==> src/common/alb_regs.vh <==
// register offsets, field positions, reset values and timing counts of the analog link bridge
`ifndef ALB_REGS_VH
`define ALB_REGS_VH

// ----------------------------------------------------------------
// register byte offsets
// ----------------------------------------------------------------
`define ALB_TRIG_SEL_BASE 8'h00
`define ALB_MST_STATUS 8'h20
`define ALB_CTL_STATUS 8'h24
`define ALB_EVT_STATUS 8'h28
`define ALB_EVT_MASK 8'h2C

// ----------------------------------------------------------------
// field positions
// ----------------------------------------------------------------
`define ALB_ST_POWER 0
`define ALB_ST_CLOCK 1
`define ALB_ST_BUS 2
`define ALB_ST_TRIG 3
`define ALB_ST_INT 4
`define ALB_EV_TIMEOUT 0
`define ALB_EV_REFUSED 1
`define ALB_EV_CLK_LOST 2
`define ALB_EV_PWR_LOST 3
`define ALB_EV_TRIG_FAULT 4
`define ALB_EV_ABNORMAL 5'h1D
`define ALB_EVT_MASK_RST 5'h00
`define ALB_TRIG_SEL_RST 5'h1F

// ----------------------------------------------------------------
// analog register map: results live in one page
// ----------------------------------------------------------------
`define ALB_RESULT_PAGE 4'hF

// ----------------------------------------------------------------
// timing
// ----------------------------------------------------------------
`define ALB_CLK_PERIOD_NS 50
`define ALB_BUS_TMO_NS 2000
// counts below are sized cycles of the 50 ns clock, so no width is lost
`define ALB_BUS_TMO_CYC 8'h28
`define ALB_ACLK_TMO_NS 1000
`define ALB_ACLK_TMO_CYC 8'h14

`endif

==> src/alb_trig_sel.v <==
// one start-of-conversion trigger: picks one source by its select value
`timescale 1ns/1ps
module alb_trig_sel #(
  parameter NSRC = 22,
  parameter SW = 5
) (
  // clock and reset
  input wire sys_clk,
  input wire rst_n,
  input wire clr,
  // selection
  input wire [SW-1:0] sel,
  input wire [NSRC-1:0] src,
  // trigger
  output reg trig_q
);

  // select values past the last source give a quiet trigger
  always @(posedge sys_clk or negedge rst_n) begin
    if (!rst_n) begin
      trig_q <= 1'b0;
    end else if (clr) begin
      trig_q <= 1'b0;
    end else if (sel < NSRC) begin
      trig_q <= src[sel];
    end else begin
      trig_q <= 1'b0;
    end
  end

endmodule

==> src/alb_link_bridge.v <==
// analog link bridge: arbitration, access rights, trigger routing, interrupt merge, link health
`timescale 1ns/1ps
`include "alb_regs.vh"
module alb_link_bridge #(
  parameter NM = 4,
  parameter AW = 12,
  parameter DW = 32,
  parameter NSRC = 22,
  parameter NTRIG = 8,
  parameter NEOC = 8,
  parameter NDMA = 4,
  parameter SW = 5
) (
  // clock and reset
  input wire sys_clk,
  input wire rst_n,
  input wire analog_link_reset,
  // register port
  input wire [7:0] reg_addr,
  input wire [31:0] reg_wdata,
  input wire reg_wr,
  input wire reg_rd,
  output reg [31:0] reg_rdata,
  // bus masters: 0 master cpu, 1 master dma, 2 control cpu, 3 control dma
  input wire [NM-1:0] m_req,
  input wire [NM-1:0] m_we,
  input wire [NM*AW-1:0] m_addr,
  input wire [NM*DW-1:0] m_wdata,
  output reg [NM-1:0] m_ack,
  output reg [NM-1:0] m_err,
  output reg [DW-1:0] m_rdata,
  // analog register side
  output reg ana_req,
  output reg ana_we,
  output reg [AW-1:0] ana_addr,
  output reg [DW-1:0] ana_wdata,
  input wire ana_ack,
  input wire [DW-1:0] ana_rdata,
  // conversion triggers and end-of-conversion
  input wire [NSRC-1:0] soc_src,
  output wire [NTRIG-1:0] soc_trig,
  input wire [NEOC-1:0] first_converter_eoc,
  input wire [NEOC-1:0] second_converter_eoc,
  output reg [NEOC-1:0] master_adc_int,
  output reg [NEOC-1:0] peripheral_interrupt_expander_int,
  output reg [NDMA-1:0] control_dma_trig,
  // analog health
  input wire analog_power_good,
  input wire analog_system_clock_mon,
  // error and interrupt
  output reg analog_link_error,
  output reg irq
);

  // ----------------------------------------------------------------
  // constants
  // ----------------------------------------------------------------
  localparam ST_IDLE = 2'd0;
  localparam ST_WAIT = 2'd1;
  localparam ST_DONE = 2'd2;
  localparam TW = 8;
  localparam [TW-1:0] BUS_TMO = `ALB_BUS_TMO_CYC;
  localparam [TW-1:0] ACLK_TMO = `ALB_ACLK_TMO_CYC;
  localparam [1:0] M_CTL_CPU = 2'd2;

  // ----------------------------------------------------------------
  // state
  // ----------------------------------------------------------------
  reg [1:0] state_q;
  reg [1:0] gnt_q;
  reg [1:0] rr_ptr_q;
  reg [TW-1:0] tmo_q;
  reg [SW*NTRIG-1:0] trig_sel_q;
  reg [4:0] evt_q;
  reg [4:0] evt_d;
  reg [4:0] mask_q;
  reg mst_bus_ok_q;
  reg ctl_bus_ok_q;
  reg trig_ok_q;
  reg int_ok_q;
  reg aclk_prev_q;
  reg [TW-1:0] aclk_cnt_q;
  reg aclk_ok_q;
  reg pwr_ok_q;
  reg [4:0] hlth;
  reg [4:0] evt_set;
  reg [1:0] pick;
  reg pick_vld;
  reg [2:0] k;
  reg [1:0] idx;
  wire [AW-1:0] sel_addr;
  wire sel_we;
  wire sel_result;
  wire sel_allowed;
  wire link_up;
  wire w1c_hit;

  assign link_up = aclk_ok_q & pwr_ok_q;
  assign sel_addr = m_addr[pick*AW +: AW];
  assign sel_we = m_we[pick];
  assign sel_result = (sel_addr[AW-1 -: 4] == `ALB_RESULT_PAGE);
  // results read by anyone, writes and other registers only by the control cpu
  assign sel_allowed = (sel_result & ~sel_we) | (pick == M_CTL_CPU);

  // ----------------------------------------------------------------
  // round-robin pick, starting after the last winner
  // ----------------------------------------------------------------
  always @* begin
    pick = 2'd0;
    pick_vld = 1'b0;
    idx = 2'd0;
    for (k = 3'd1; k <= 3'd4; k = k + 3'd1) begin
      idx = rr_ptr_q + k[1:0];
      if (!pick_vld && m_req[idx]) begin
        pick = idx;
        pick_vld = 1'b1;
      end
    end
  end

  // ----------------------------------------------------------------
  // bus cycle engine
  // ----------------------------------------------------------------
  // the done state keeps a still-held request from being granted twice
  always @(posedge sys_clk or negedge rst_n) begin
    if (!rst_n) begin
      state_q <= ST_IDLE;
      gnt_q <= 2'd0;
      rr_ptr_q <= 2'd3;
      tmo_q <= {TW{1'b0}};
      m_ack <= {NM{1'b0}};
      m_err <= {NM{1'b0}};
      m_rdata <= {DW{1'b0}};
      ana_req <= 1'b0;
      ana_we <= 1'b0;
      ana_addr <= {AW{1'b0}};
      ana_wdata <= {DW{1'b0}};
    end else if (analog_link_reset) begin
      state_q <= ST_IDLE;
      gnt_q <= 2'd0;
      rr_ptr_q <= 2'd3;
      tmo_q <= {TW{1'b0}};
      m_ack <= {NM{1'b0}};
      m_err <= {NM{1'b0}};
      m_rdata <= {DW{1'b0}};
      ana_req <= 1'b0;
      ana_we <= 1'b0;
      ana_addr <= {AW{1'b0}};
      ana_wdata <= {DW{1'b0}};
    end else begin
      m_ack <= {NM{1'b0}};
      m_err <= {NM{1'b0}};
      case (state_q)
        ST_IDLE: begin
          if (pick_vld) begin
            gnt_q <= pick;
            rr_ptr_q <= pick;
            if (sel_allowed) begin
              ana_req <= 1'b1;
              ana_we <= sel_we;
              ana_addr <= sel_addr;
              ana_wdata <= m_wdata[pick*DW +: DW];
              tmo_q <= {TW{1'b0}};
              state_q <= ST_WAIT;
            end else begin
              m_ack[pick] <= 1'b1;
              m_err[pick] <= 1'b1;
              m_rdata <= {DW{1'b0}};
              state_q <= ST_DONE;
            end
          end
        end
        ST_WAIT: begin
          if (ana_ack) begin
            ana_req <= 1'b0;
            m_ack[gnt_q] <= 1'b1;
            m_rdata <= ana_we ? {DW{1'b0}} : ana_rdata;
            state_q <= ST_DONE;
          end else if (tmo_q == BUS_TMO - 8'd1) begin
            ana_req <= 1'b0;
            m_ack[gnt_q] <= 1'b1;
            m_err[gnt_q] <= 1'b1;
            m_rdata <= {DW{1'b0}};
            state_q <= ST_DONE;
          end else begin
            tmo_q <= tmo_q + 8'd1;
          end
        end
        default: begin
          state_q <= ST_IDLE;
        end
      endcase
    end
  end

  // ----------------------------------------------------------------
  // trigger routing
  // ----------------------------------------------------------------
  genvar t;
  generate
    for (t = 0; t < NTRIG; t = t + 1) begin : g_trig
      alb_trig_sel #(
        .NSRC(NSRC),
        .SW(SW)
      ) u_sel (
        .sys_clk(sys_clk),
        .rst_n(rst_n),
        .clr(analog_link_reset),
        .sel(trig_sel_q[t*SW +: SW]),
        .src(soc_src),
        .trig_q(soc_trig[t])
      );
    end
  endgenerate

  // ----------------------------------------------------------------
  // end-of-conversion merge
  // ----------------------------------------------------------------
  always @(posedge sys_clk or negedge rst_n) begin
    if (!rst_n) begin
      master_adc_int <= {NEOC{1'b0}};
      peripheral_interrupt_expander_int <= {NEOC{1'b0}};
      control_dma_trig <= {NDMA{1'b0}};
    end else if (analog_link_reset) begin
      master_adc_int <= {NEOC{1'b0}};
      peripheral_interrupt_expander_int <= {NEOC{1'b0}};
      control_dma_trig <= {NDMA{1'b0}};
    end else begin
      master_adc_int <= first_converter_eoc & second_converter_eoc;
      peripheral_interrupt_expander_int <= first_converter_eoc & second_converter_eoc;
      control_dma_trig <= first_converter_eoc[NDMA-1:0] & second_converter_eoc[NDMA-1:0];
    end
  end

  // ----------------------------------------------------------------
  // link health
  // ----------------------------------------------------------------
  // clock monitor is a sampled level that toggles with the analog clock
  always @(posedge sys_clk or negedge rst_n) begin
    if (!rst_n) begin
      aclk_prev_q <= 1'b0;
      aclk_cnt_q <= {TW{1'b0}};
      aclk_ok_q <= 1'b0;
      pwr_ok_q <= 1'b0;
      mst_bus_ok_q <= 1'b1;
      ctl_bus_ok_q <= 1'b1;
      trig_ok_q <= 1'b1;
      int_ok_q <= 1'b1;
    end else if (analog_link_reset) begin
      aclk_prev_q <= 1'b0;
      aclk_cnt_q <= {TW{1'b0}};
      aclk_ok_q <= 1'b0;
      pwr_ok_q <= 1'b0;
      mst_bus_ok_q <= 1'b1;
      ctl_bus_ok_q <= 1'b1;
      trig_ok_q <= 1'b1;
      int_ok_q <= 1'b1;
    end else begin
      aclk_prev_q <= analog_system_clock_mon;
      pwr_ok_q <= analog_power_good;
      if (analog_system_clock_mon != aclk_prev_q) begin
        aclk_cnt_q <= {TW{1'b0}};
        aclk_ok_q <= 1'b1;
      end else if (aclk_cnt_q == ACLK_TMO - 8'd1) begin
        aclk_ok_q <= 1'b0;
      end else begin
        aclk_cnt_q <= aclk_cnt_q + 8'd1;
      end
      if (state_q == ST_WAIT && (ana_ack || tmo_q == BUS_TMO - 8'd1)) begin
        if (gnt_q[1]) begin
          ctl_bus_ok_q <= ana_ack;
        end else begin
          mst_bus_ok_q <= ana_ack;
        end
      end
      if (|soc_trig) begin
        trig_ok_q <= link_up;
      end
      if (|(first_converter_eoc | second_converter_eoc)) begin
        int_ok_q <= link_up;
      end
    end
  end

  always @* begin
    hlth = 5'h00;
    hlth[`ALB_ST_POWER] = pwr_ok_q;
    hlth[`ALB_ST_CLOCK] = aclk_ok_q;
    hlth[`ALB_ST_TRIG] = trig_ok_q;
    hlth[`ALB_ST_INT] = int_ok_q;
    evt_set = 5'h00;
    evt_set[`ALB_EV_TIMEOUT] = (state_q == ST_WAIT) && !ana_ack && (tmo_q == BUS_TMO - 8'd1);
    evt_set[`ALB_EV_REFUSED] = (state_q == ST_IDLE) && pick_vld && !sel_allowed;
    evt_set[`ALB_EV_CLK_LOST] = aclk_ok_q && (aclk_cnt_q == ACLK_TMO - 8'd1)
                                && (analog_system_clock_mon == aclk_prev_q);
    evt_set[`ALB_EV_PWR_LOST] = pwr_ok_q && !analog_power_good;
    evt_set[`ALB_EV_TRIG_FAULT] = (|soc_trig) && !link_up;
  end

  // ----------------------------------------------------------------
  // register port
  // ----------------------------------------------------------------
  assign w1c_hit = reg_wr && (reg_addr == `ALB_EVT_STATUS);

  // a new event in the clearing cycle survives the clear
  always @* begin
    evt_d = evt_q;
    if (w1c_hit) begin
      evt_d = evt_q & ~reg_wdata[4:0];
    end
    evt_d = evt_d | evt_set;
  end

  always @(posedge sys_clk or negedge rst_n) begin
    if (!rst_n) begin
      trig_sel_q <= {NTRIG{`ALB_TRIG_SEL_RST}};
      mask_q <= `ALB_EVT_MASK_RST;
      evt_q <= 5'h00;
      reg_rdata <= 32'h0000_0000;
      irq <= 1'b0;
      analog_link_error <= 1'b0;
    end else if (analog_link_reset) begin
      trig_sel_q <= {NTRIG{`ALB_TRIG_SEL_RST}};
      mask_q <= `ALB_EVT_MASK_RST;
      evt_q <= 5'h00;
      reg_rdata <= 32'h0000_0000;
      irq <= 1'b0;
      analog_link_error <= 1'b0;
    end else begin
      evt_q <= evt_d;
      irq <= |(evt_d & mask_q);
      analog_link_error <= |(evt_d & `ALB_EV_ABNORMAL);
      if (reg_wr) begin
        if (reg_addr < `ALB_MST_STATUS && reg_addr[1:0] == 2'b00) begin
          trig_sel_q[reg_addr[4:2]*SW +: SW] <= reg_wdata[SW-1:0];
        end else if (reg_addr == `ALB_EVT_MASK) begin
          mask_q <= reg_wdata[4:0];
        end
      end
      reg_rdata <= 32'h0000_0000;
      if (reg_rd) begin
        if (reg_addr < `ALB_MST_STATUS && reg_addr[1:0] == 2'b00) begin
          reg_rdata <= {27'h000_0000, trig_sel_q[reg_addr[4:2]*SW +: SW]};
        end else if (reg_addr == `ALB_MST_STATUS) begin
          reg_rdata <= {27'h000_0000, hlth | (5'h01 << `ALB_ST_BUS) & {5{mst_bus_ok_q}}};
        end else if (reg_addr == `ALB_CTL_STATUS) begin
          reg_rdata <= {27'h000_0000, hlth | (5'h01 << `ALB_ST_BUS) & {5{ctl_bus_ok_q}}};
        end else if (reg_addr == `ALB_EVT_STATUS) begin
          reg_rdata <= {27'h000_0000, evt_q};
        end else if (reg_addr == `ALB_EVT_MASK) begin
          reg_rdata <= {27'h000_0000, mask_q};
        end
      end
    end
  end

endmodule

==> config.mk <==
export PLATFORM = sky130hd
export DESIGN_NAME = alb_link_bridge
export DESIGN_NICKNAME = d
export VERILOG_FILES = /design/src/alb_trig_sel.v /design/src/alb_link_bridge.v
export VERILOG_INCLUDE_DIRS = /design/src /design/src/common
export SDC_FILE = /design/constraint.sdc
export NUM_CORES = 1
export LEC_CHECK = 0
export BUFFER_PORTS_ARGS = -buffer_cell sky130_fd_sc_hd__buf_2
export CAP_MARGIN = 25
export CELL_PAD_IN_SITES_DETAIL_PLACEMENT = 2
export CELL_PAD_IN_SITES_GLOBAL_PLACEMENT = 2
export CORE_ASPECT_RATIO = 1.2
export CORE_MARGIN = 5
export CORE_UTILIZATION = 32
export CTS_CLUSTER_SIZE = 10
export DETAILED_ROUTE_END_ITERATION = 7
export HOLD_SLACK_MARGIN = 0.1
export PLACE_DENSITY_LB_ADDON = 0.05
export SYNTH_ARGS = -nofsm -noshare
export SYNTH_HDL_FRONTEND = slang
export SYNTH_SLANG_ARGS = --single-unit
==> constraint.sdc <==
create_clock -name sys_clk -period 4.7 [get_ports sys_clk]
set_input_delay 0.705 -clock sys_clk [delete_from_list [all_inputs] [get_ports sys_clk]]
set_output_delay 0.705 -clock sys_clk [all_outputs]
set_load 0.05 [all_outputs]
==> results of run 1 <==
-- synth_stat cells, drive strengths merged, types with 4 or more instances --
cell type / count / area, sq um
buf: 77 / 550.5
nand3: 17 / 85.08
nand2b: 9 / 56.30
o311ai: 4 / 35.03
dfrtp: 142 / 3553
a21oi: 115 / 575.6
a311oi: 34 / 485.5
a221o: 5 / 50.05
nand2: 196 / 738.2
xnor2: 4 / 35.03
nor3: 11 / 71.32
xor2: 4 / 35.03
mux4: 50 / 1126
and3: 16 / 100.1
ha: 7 / 87.58
nand4: 49 / 306.5
nor2b: 11 / 68.82
inv: 9 / 33.78
mux2i: 143 / 1431
nor4: 6 / 37.54
clkbuf: 79 / 296.5
a22oi: 5 / 37.54
a31oi: 10 / 77.57
dfstp: 46 / 1209
o21ai: 69 / 349.1
mux2: 9 / 101.4
or4: 4 / 30.03
o21a: 5 / 37.54
o211ai: 11 / 82.58
nor2: 71 / 266.5
a2111oi: 4 / 35.03
-- path summary, 6_finish.rpt --
kind	from	end	slack, ns	cells after the start
worst max register to register	rr_ptr_q[1]	ana_wdata[7]	1.22	10
worst max-delay path	rr_ptr_q[1]	ana_wdata[7]	1.22	10
max in group asynchronous	rst_n	mst_bus_ok_q	3.30	2
worst min register to register	tmo_q[7]	tmo_q[7]	0.49	1
worst min-delay path	rst_n	g_trig[3].u_sel.trig_q	0.36	1
min in group sys_clk	tmo_q[7]	tmo_q[7]	0.49	1
-- metal layers --
layer | GRT usage | wire [microns] | vias to the layer above
li1 | - | - | 5120
met1 | 0.2653 | 19180 | 5666
met2 | 0.4096 | 25400 | 363
met3 | 0.04735 | 2808 | 44
met4 | 0.05573 | 939 | 2
met5 | 0 | 13 | -
-- through the flow --
| step | util | cells |
|---|---|---|
| detailed placement | 0.3772 | 2017 |
| floorplan | - | 1280 |
| finish | 0.3921 | 2051 |
| global route | 0.3919 | 2049 |
| CTS | 0.3919 | 2049 |
| global placement | 0.3772 | 2017 |
-- where the power goes --
part	internal [mW]	total [mW]	switching, mW
logic	0.842	3.02	2.18
registers	1.84	2.04	0.195
clock network	0.727	1.40	0.677
total	3.41	6.46	3.05
-- cells in the final DEF (no fill, tap or decap), types with 18 or more instances in the layout --
master    netlist  routed
o21ai_0        68      68
dfrtp_1       142     142
nand2_1       195     195
buf_4          47      18
nor2_1         71      71
mux4_2         50      50
buf_2          14     393
dfstp_2        46      46
a21oi_1       115     114
mux2i_1       143     143
nand4_1        49      49
a311oi_2       30      30
conb_1          1      27
-- area by class of cell --
class | instances | area, sq um | share of cell area
Sequential cell | 188 | 4762 | 0.3208
Antenna cell | 2 | 5.005 | 0.0003371
Inverter | 10 | 37.54 | 0.002528
Multi-Input combinational cell | 926 | 6749 | 0.4546
Clock inverter | 11 | 85.08 | 0.005731
Timing Repair Buffer | 413 | 2136 | 0.1439
Tap cell | 480 | 600.6 | 0.04046
Clock buffer | 21 | 470.5 | 0.03169
-- sequential cells by signal, summed over array words and instances, names as in the netlist, 2 cells and up --
signal,cells
evt_q,5
g_trig.u_sel.trig_q,8
trig_sel_q,40
aclk_cnt_q,8
gnt_q,2
peripheral_interrupt_expander_int,5
m_rdata,32
reg_rdata,5
m_ack,4
state_q,2
rr_ptr_q,2
ana_addr,12
mask_q,5
control_dma_trig,3
m_err,4
ana_wdata,32
tmo_q,8
-- cells by family (layout without fill, tap and decap cells) --
kind of cell	count (synthesis)	in the layout	synth area share
flip-flops	188	188	0.3881
AND/OR/NAND/NOR	404	404	0.1523
other	1	29	0.0003056
buffers and inverters	166	455	0.07210
AO/OA/AOI/OAI	278	278	0.1577
adder cells (fa/ha/maj)	7	7	0.007138
multiplexers	202	202	0.2167
XOR/XNOR	8	8	0.005710
==> impl_metrics.env, run 1 <==
export IMPL_outcome="finished clean"
export IMPL_ctsResizeCount=0
export IMPL_grt_pass1_vias=12260
export IMPL_core_area_sq_mm=0.03787
export IMPL_setup_tns_ns=0
export IMPL_place_congestion=0.8128
export IMPL_antenna_found_initial=1
export IMPL_drc_errors=0
export IMPL_power_density_mw_per_mm2=435.4
export IMPL_synthCells=1254
export IMPL_slew_viol_final=0
export IMPL_crit_chain="nand3b_1 > a31oi_4 > buf_4 > mux2i_1 > mux2i_1 > nand2b_1 > o22a_2 > buf_4 > o21ai_0 > a21oi_1"
export IMPL_grt_usage=0.2227
export IMPL_critical_path_top_delay_family="compound AO/OA/AOI/OAI gates"
export IMPL_cts_sinks=188
export IMPL_dr_pass1_iters=4
export IMPL_place_ws_ns=0.9041
export IMPL_dieArea_sq_mm=0.04237
export IMPL_yosys_warnings=0
export IMPL_synth_main_ff_cell="dfrtp_1"
export IMPL_initial_utilization=0.3240
export IMPL_wl_per_cell_microns=23.57
export IMPL_crit_slowest_cell="o22a_2"
export IMPL_fin_area_sq_mm=0.01485
export IMPL_syn_avg_cell_area_sq_um=9.784
export IMPL_cts_setup_buffers=0
export IMPL_min_period_over_period=0.7401
export IMPL_grt_pass1_wl_mm=74.15
export IMPL_tightest_slew_ns=0.9514
export IMPL_critPathArrivalTime_ns=3.84
export IMPL_ys_ff_latch=188
export IMPL_fillerInstances=4279
export IMPL_synth_edf_count=0
export IMPL_path_class="flop to flop"
export IMPL_maxCapViolations=0
export IMPL_die_h_microns=224.5
export IMPL_relSlewSlack=0.3599
export IMPL_vias_per_cell=5.458
export IMPL_grt_start_max_net_pins=102
export IMPL_nets=1865
export IMPL_cts_tree="yes"
export IMPL_drtIter0Drc=471
export IMPL_crit_required_ns=5.06
export IMPL_area_growth_pct=21.00
export IMPL_std_cell_rows=78
export IMPL_hold_buffers=0
export IMPL_cts_inserted_buffers=17
export IMPL_irDropWorstVdd_mv=0.2469
export IMPL_ys_types=64
export IMPL_fmax_mhz=287.5
export IMPL_io_pins=450
export IMPL_crit_path_start_kind="flop"
export IMPL_dp_hpwl_mm=36.39
export IMPL_drive_gt1_frac=0.3779
export IMPL_synthesis_area_sq_mm=0.01227
export IMPL_placed_cell_area_sq_mm=0.01429
export IMPL_skew_ns=0.008216
export IMPL_ant_nets=0
export IMPL_die_x_microns=188.8
export IMPL_htree_num_levels=4
export IMPL_ys_seq_area_frac=0.3881
export IMPL_p_total_mw=6.464
export IMPL_period_minus_slack_ns=3.478
export IMPL_hold_class="primary input to asynchronous set/reset pin"
export IMPL_numPortBuffers=395
export IMPL_insertion_delay_ns=0.44
export IMPL_cp_max_fo=38
export IMPL_path_clk_slew_ns=0.07
export IMPL_hold_slack_ns=0.3612
export IMPL_synth_async_reset_ratio=1.000
export IMPL_totalWireLength_mm=48.35
export IMPL_setup_slack_ns=1.222
export IMPL_rsz0062_at_grt="no"
export IMPL_grt_ovfl_total=0
export IMPL_cpPeakStageDelay_ns=0.65
export IMPL_path_buf_inv=2
export IMPL_clockRootBuffer="clkbuf_16"
export IMPL_setup_viol=0
export IMPL_clockBufferDepth=2
export IMPL_end_kind="flop"
export IMPL_vias=11200
export IMPL_p_leak_nw=6.973
export IMPL_hold_viol_final=0
(Power assumes the default switching activity.)
==> run 2: changes to the inputs <==
--- a/config.mk
+++ b/config.mk
@@ -12,7 +12,7 @@
 export CELL_PAD_IN_SITES_GLOBAL_PLACEMENT = 2
 export CORE_ASPECT_RATIO = 1.2
 export CORE_MARGIN = 5
-export CORE_UTILIZATION = 32
+export CORE_UTILIZATION = 27
 export CTS_CLUSTER_SIZE = 10
 export DETAILED_ROUTE_END_ITERATION = 7
 export HOLD_SLACK_MARGIN = 0.1
==> constraint.sdc (replaced) <==
create_clock -name sys_clk -period 3 [get_ports sys_clk]
set_input_delay 0.45 -clock sys_clk [delete_from_list [all_inputs] [get_ports sys_clk]]
set_output_delay 0.45 -clock sys_clk [all_outputs]
set_load 0.05 [all_outputs]
==> impl_metrics.env, run 2 (same netlist as run 1, synthesis figures left out) <==
export IMPL_crit_required_ns=3.35
export IMPL_hold_viol_final=0
export IMPL_drc_errors=0
export IMPL_n_antenna_cell=0
export IMPL_fillerInstances=5139
export IMPL_die_h_microns=243.5
export IMPL_ant_nets=0
export IMPL_vias_per_cell=5.048
export IMPL_numPortBuffers=395
export IMPL_vias=11150
export IMPL_relSlewSlack=0.4263
export IMPL_top_register="trig_sel_q"
export IMPL_clockBufferDepth=2
export IMPL_initial_utilization=0.2734
export IMPL_clockRootBuffer="clkbuf_16"
export IMPL_dieArea_sq_mm=0.04982
export IMPL_final_common_cell="buf_2"
export IMPL_cp_max_fo=32
export IMPL_cts_sinks=188
export IMPL_skew_ns=0.01582
export IMPL_grt_usage=0.2009
export IMPL_wl_per_cell_microns=23.02
export IMPL_period_minus_slack_ns=2.842
export IMPL_totalWireLength_mm=50.84
export IMPL_place_congestion=0.8114
export IMPL_hold_path_end="pwr_ok_q"
export IMPL_antenna_found_initial=0
export IMPL_die_x_microns=204.6
export IMPL_final_cell_mix="393 x buf_2, 195 x nand2_1, 142 x mux2i_1, 142 x dfrtp_1, 114 x a21oi_1"
export IMPL_min_period_over_period=0.9474
export IMPL_insertion_delay_ns=0.46
export IMPL_hold_class="primary input to flop"
export IMPL_tightest_slew_ns=0.8566
export IMPL_setup_viol=0
export IMPL_setup_slack_ns=0.1578
export IMPL_std_cell_rows=85
export IMPL_fin_area_sq_mm=0.01539
export IMPL_rr_worst_depth=10
export IMPL_path_clk_slew_ns=0.08
export IMPL_reg_largest_list="trig_sel_q (40), ana_wdata (32), m_rdata (32)"
export IMPL_maxCapViolations=0
export IMPL_reg2reg_to="m_rdata[5]"
export IMPL_drive_gt1_frac=0.3909
export IMPL_power_density_mw_per_mm2=683.9
export IMPL_dp_hpwl_mm=38.49
export IMPL_grt_pass1_wl_mm=77.76
export IMPL_outcome="finished clean"
export IMPL_timing_rr_start="rr_ptr_q[1]"
export IMPL_grt_ovfl_total=0
export IMPL_dr_pass1_iters=4
export IMPL_crit_path_start_kind="flop"
export IMPL_slew_viol_final=0
export IMPL_largest_register_ffs=40
export IMPL_core_area_sq_mm=0.04488
export IMPL_grt_pass1_vias=12540
export IMPL_whs_path_depth=2
export IMPL_min_from="analog_power_good"
export IMPL_grt_start_max_net_pins=83
export IMPL_dp_cells=2170
export IMPL_irDropWorstVdd_mv=0.3914
export IMPL_area_growth_pct=25.40
export IMPL_path_class="flop to flop"
export IMPL_nets=1895
export IMPL_rsz0062_at_grt="no"
export IMPL_p_leak_nw=7.172
export IMPL_cts_inserted_buffers=17
export IMPL_place_ws_ns=-0.007696
export IMPL_htree_num_levels=4
export IMPL_critPathArrivalTime_ns=3.20
export IMPL_p_total_mw=10.52
export IMPL_io_pins=450
export IMPL_cts_tree="yes"
export IMPL_setup_tns_ns=0
export IMPL_fmax_mhz=351.8
export IMPL_final_cells=2208
export IMPL_end_kind="flop"
export IMPL_drtIter0Drc=426
export IMPL_placed_cell_area_sq_mm=0.01474
export IMPL_r2r_slack_ns=0.16
[run 2: worst max path at each step]
stage,startpoint,to,cells after the start
2_1_floorplan,reg_addr[4],irq,8
3_3_place_gp,rr_ptr_q[1],tmo_q[7],8
3_5_place_dp,rr_ptr_q[1],m_rdata[5],9
4_1_cts,rr_ptr_q[1],ana_wdata[27],9
5_1_grt,rr_ptr_q[1],m_rdata[5],10
6_report,rr_ptr_q[1],m_rdata[5],10
[run 2: power breakdown]
group / internal, mW / switching (mW)
sequential: 2.88 / 0.279
clock: 1.12 / 1.14
combinational: 1.58 / 3.52
total: 5.58 / 4.95
[run 2: repair_timing]
action,in CTS,in global routing
buffers inserted,3,2
hold buffers,1,0
resized for setup,0,1
endpoints found under the setup margin,5,82
endpoints found under the hold margin,17,0
pin swaps,1,1
[run 2: cell type report]
class	count	area (sq um)	area share
Clock inverter	14	131.4	0.008539
Sequential cell	188	4762	0.3095
Inverter	10	37.54	0.002440
Timing Repair Buffer	443	2501	0.1626
Multi-Input combinational cell	926	6753	0.4389
Tap cell	609	762.0	0.04952
Clock buffer	18	439.2	0.02854
[run 2: worst max-delay path: stages, from the launching register on]
cell      delay (ns)
dfstp_2         0.62
nand2b_1        0.15
a21oi_1         0.11
o221ai_4        0.23
buf_12          0.16
mux2i_1         0.29
o221ai_2        0.22
o22ai_4         0.30
nand2_2         0.13
buf_12          0.21
a311oi_1        0.29
[run 2: stage by stage]
step           hold slack, ns  utilization
3_3_place_gp           0.4551       0.3284
2_1_floorplan          0.1544            -
5_1_grt                0.2329       0.3428
4_1_cts                0.2095       0.3421
6_report               0.2427       0.3428
3_5_place_dp           0.4525       0.3284
[run 2: per-layer routing]
| metal | track usage | routed length, microns | share of wire | vias up |
|---|---|---|---|---|
| li1 | - | - | - | 5188 |
| met1 | 0.2398 | 20710 | 0.41 | 5628 |
| met2 | 0.3650 | 26530 | 0.52 | 297 |
| met3 | 0.04814 | 2871 | 0.056 | 32 |
| met4 | 0.04455 | 735 | 0.014 | 0 |
| met5 | 0 | 0 | 0 | - |
==> run 3: changes to the inputs <==
--- a/config.mk
+++ b/config.mk
@@ -17,6 +17,7 @@
 export DETAILED_ROUTE_END_ITERATION = 7
 export HOLD_SLACK_MARGIN = 0.1
 export PLACE_DENSITY_LB_ADDON = 0.05
+export REMOVE_ABC_BUFFERS = 1
 export SYNTH_ARGS = -nofsm -noshare
 export SYNTH_HDL_FRONTEND = slang
 export SYNTH_SLANG_ARGS = --single-unit
==> impl_metrics.env, run 3 (same netlist as run 1, synthesis figures left out) <==
export IMPL_top_register="trig_sel_q"
export IMPL_nets=1899
export IMPL_period_minus_slack_ns=2.830
export IMPL_io_pins=450
export IMPL_crit_required_ns=3.30
export IMPL_die_h_microns=243.5
export IMPL_final_cell_mix="393 x buf_2, 195 x nand2_1, 142 x dfrtp_1"
export IMPL_cts_inserted_buffers=17
export IMPL_vias=11340
export IMPL_drc_errors=0
export IMPL_cts_sinks=188
export IMPL_setup_viol=0
export IMPL_maxCapViolations=0
export IMPL_p_leak_nw=7.194
export IMPL_dr_pass1_iters=4
export IMPL_die_x_microns=204.6
export IMPL_grt_start_max_net_pins=74
export IMPL_hold_class="primary input to flop"
export IMPL_clockRootBuffer="clkbuf_16"
export IMPL_place_congestion=0.8240
export IMPL_hold_viol_final=0
export IMPL_wl_per_cell_microns=23.40
export IMPL_grt_pass1_wl_mm=78.58
export IMPL_post_route_util=0.3430
export IMPL_min_period_over_period=0.9433
export IMPL_slew_viol_final=0
export IMPL_core_area_sq_mm=0.04488
export IMPL_hold_slack_ns=0.2488
export IMPL_initial_utilization=0.2734
export IMPL_grt_ovfl_total=0
export IMPL_reg_largest_list="trig_sel_q (40), ana_wdata (32), m_rdata (32)"
export IMPL_htree_num_levels=4
export IMPL_vias_per_cell=5.124
export IMPL_dieArea_sq_mm=0.04982
export IMPL_r2r_slack_ns=0.17
export IMPL_fillerInstances=5128
export IMPL_antenna_found_initial=7
export IMPL_grt_pass1_vias=12630
export IMPL_ant_nets=0
export IMPL_cts_tree="yes"
export IMPL_crit_path_start_kind="flop"
export IMPL_path_clk_slew_ns=0.08
export IMPL_irDropWorstVdd_mv=0.3486
export IMPL_outcome="finished clean"
export IMPL_final_common_cell="buf_2"
export IMPL_dp_cells=2176
export IMPL_insertion_delay_ns=0.46
export IMPL_tightest_slew_ns=0.7500
export IMPL_std_cell_rows=85
export IMPL_power_density_mw_per_mm2=686.1
export IMPL_end_kind="flop"
export IMPL_numPortBuffers=395
export IMPL_grt_usage=0.2035
export IMPL_totalWireLength_mm=51.78
export IMPL_dp_hpwl_mm=39.39
export IMPL_relSlewSlack=0.5000
export IMPL_clockBufferDepth=2
export IMPL_drtIter0Drc=425
export IMPL_area_growth_pct=25.48
export IMPL_cp_max_fo=41
export IMPL_place_ws_ns=-0.007376
export IMPL_final_cells=2213
export IMPL_setup_slack_ns=0.1701
export IMPL_critPathArrivalTime_ns=3.13
export IMPL_fmax_mhz=353.4
export IMPL_skew_ns=0.01329
export IMPL_largest_register_ffs=40
export IMPL_path_class="flop to flop"
export IMPL_drive_gt1_frac=0.3930
export IMPL_setup_tns_ns=0
[run 3: layout make-up]
type / count / area, sq um / share of cell area
Inverter: 10 / 37.54 / 0.002438
Timing Repair Buffer: 447 / 2506 / 0.1628
Antenna cell: 1 / 2.502 / 0.0001625
Clock inverter: 12 / 102.6 / 0.006664
Clock buffer: 20 / 466.7 / 0.03031
Multi-Input combinational cell: 926 / 6756 / 0.4388
Sequential cell: 188 / 4762 / 0.3093
Tap cell: 609 / 762.0 / 0.04949
[run 3: critical path, cell delays in order, from the launching register on]
cell and delay, ns:
dfstp_2 0.61, nand2b_1 0.15, a21oi_1 0.11, o221ai_4 0.23, buf_12 0.17, mux2i_1 0.33, o221ai_2 0.23, o22a_2 0.33
buf_12 0.19, o21ai_0 0.19, a21oi_1 0.09
[run 3: timing repair]
action | in CTS | in global routing
hold buffers | 1 | 0
gates cloned | 0 | 0
pin swaps | 1 | 1
endpoints found under the hold margin | 41 | 0
gates resized for setup | 0 | 2
buffers inserted | 2 | 1
setup endpoints to repair | 3 | 42
[run 3: final timing paths]
path / start / end / cells past startpoint
worst max-delay path: rr_ptr_q[1] / ana_wdata[21] / 10
worst min-delay path: analog_system_clock_mon / aclk_prev_q / 2
worst max register to register: rr_ptr_q[1] / ana_wdata[21] / 10
worst min register to register: trig_sel_q[39] / trig_sel_q[39] / 2
max in group asynchronous: rst_n / m_rdata[30] / 3
min in group asynchronous: rst_n / g_trig[6].u_sel.trig_q / 2
[run 3: per-layer routing]
layer	up-vias	global-route usage	part of all wire
met5	-	0	0.00097
met2	342	0.3630	0.51
met4	12	0.05421	0.020
met1	5749	0.2414	0.40
li1	5184	-	-
met3	52	0.05440	0.064
[run 3: report_power, final]
part / switching (mW) / internal [mW] / total (mW)
sequential: 0.276 / 2.88 / 3.16
combinational: 3.58 / 1.54 / 5.12
clock: 1.13 / 1.15 / 2.29
[run 3: metrics by stage]
step	instance area, sq um	power (mW)
finish	15400	10.56
global route	15390	11.23
CTS	15370	10.75
detailed placement	14770	8.375
global placement	14770	8.301
floorplan	11520	6.334
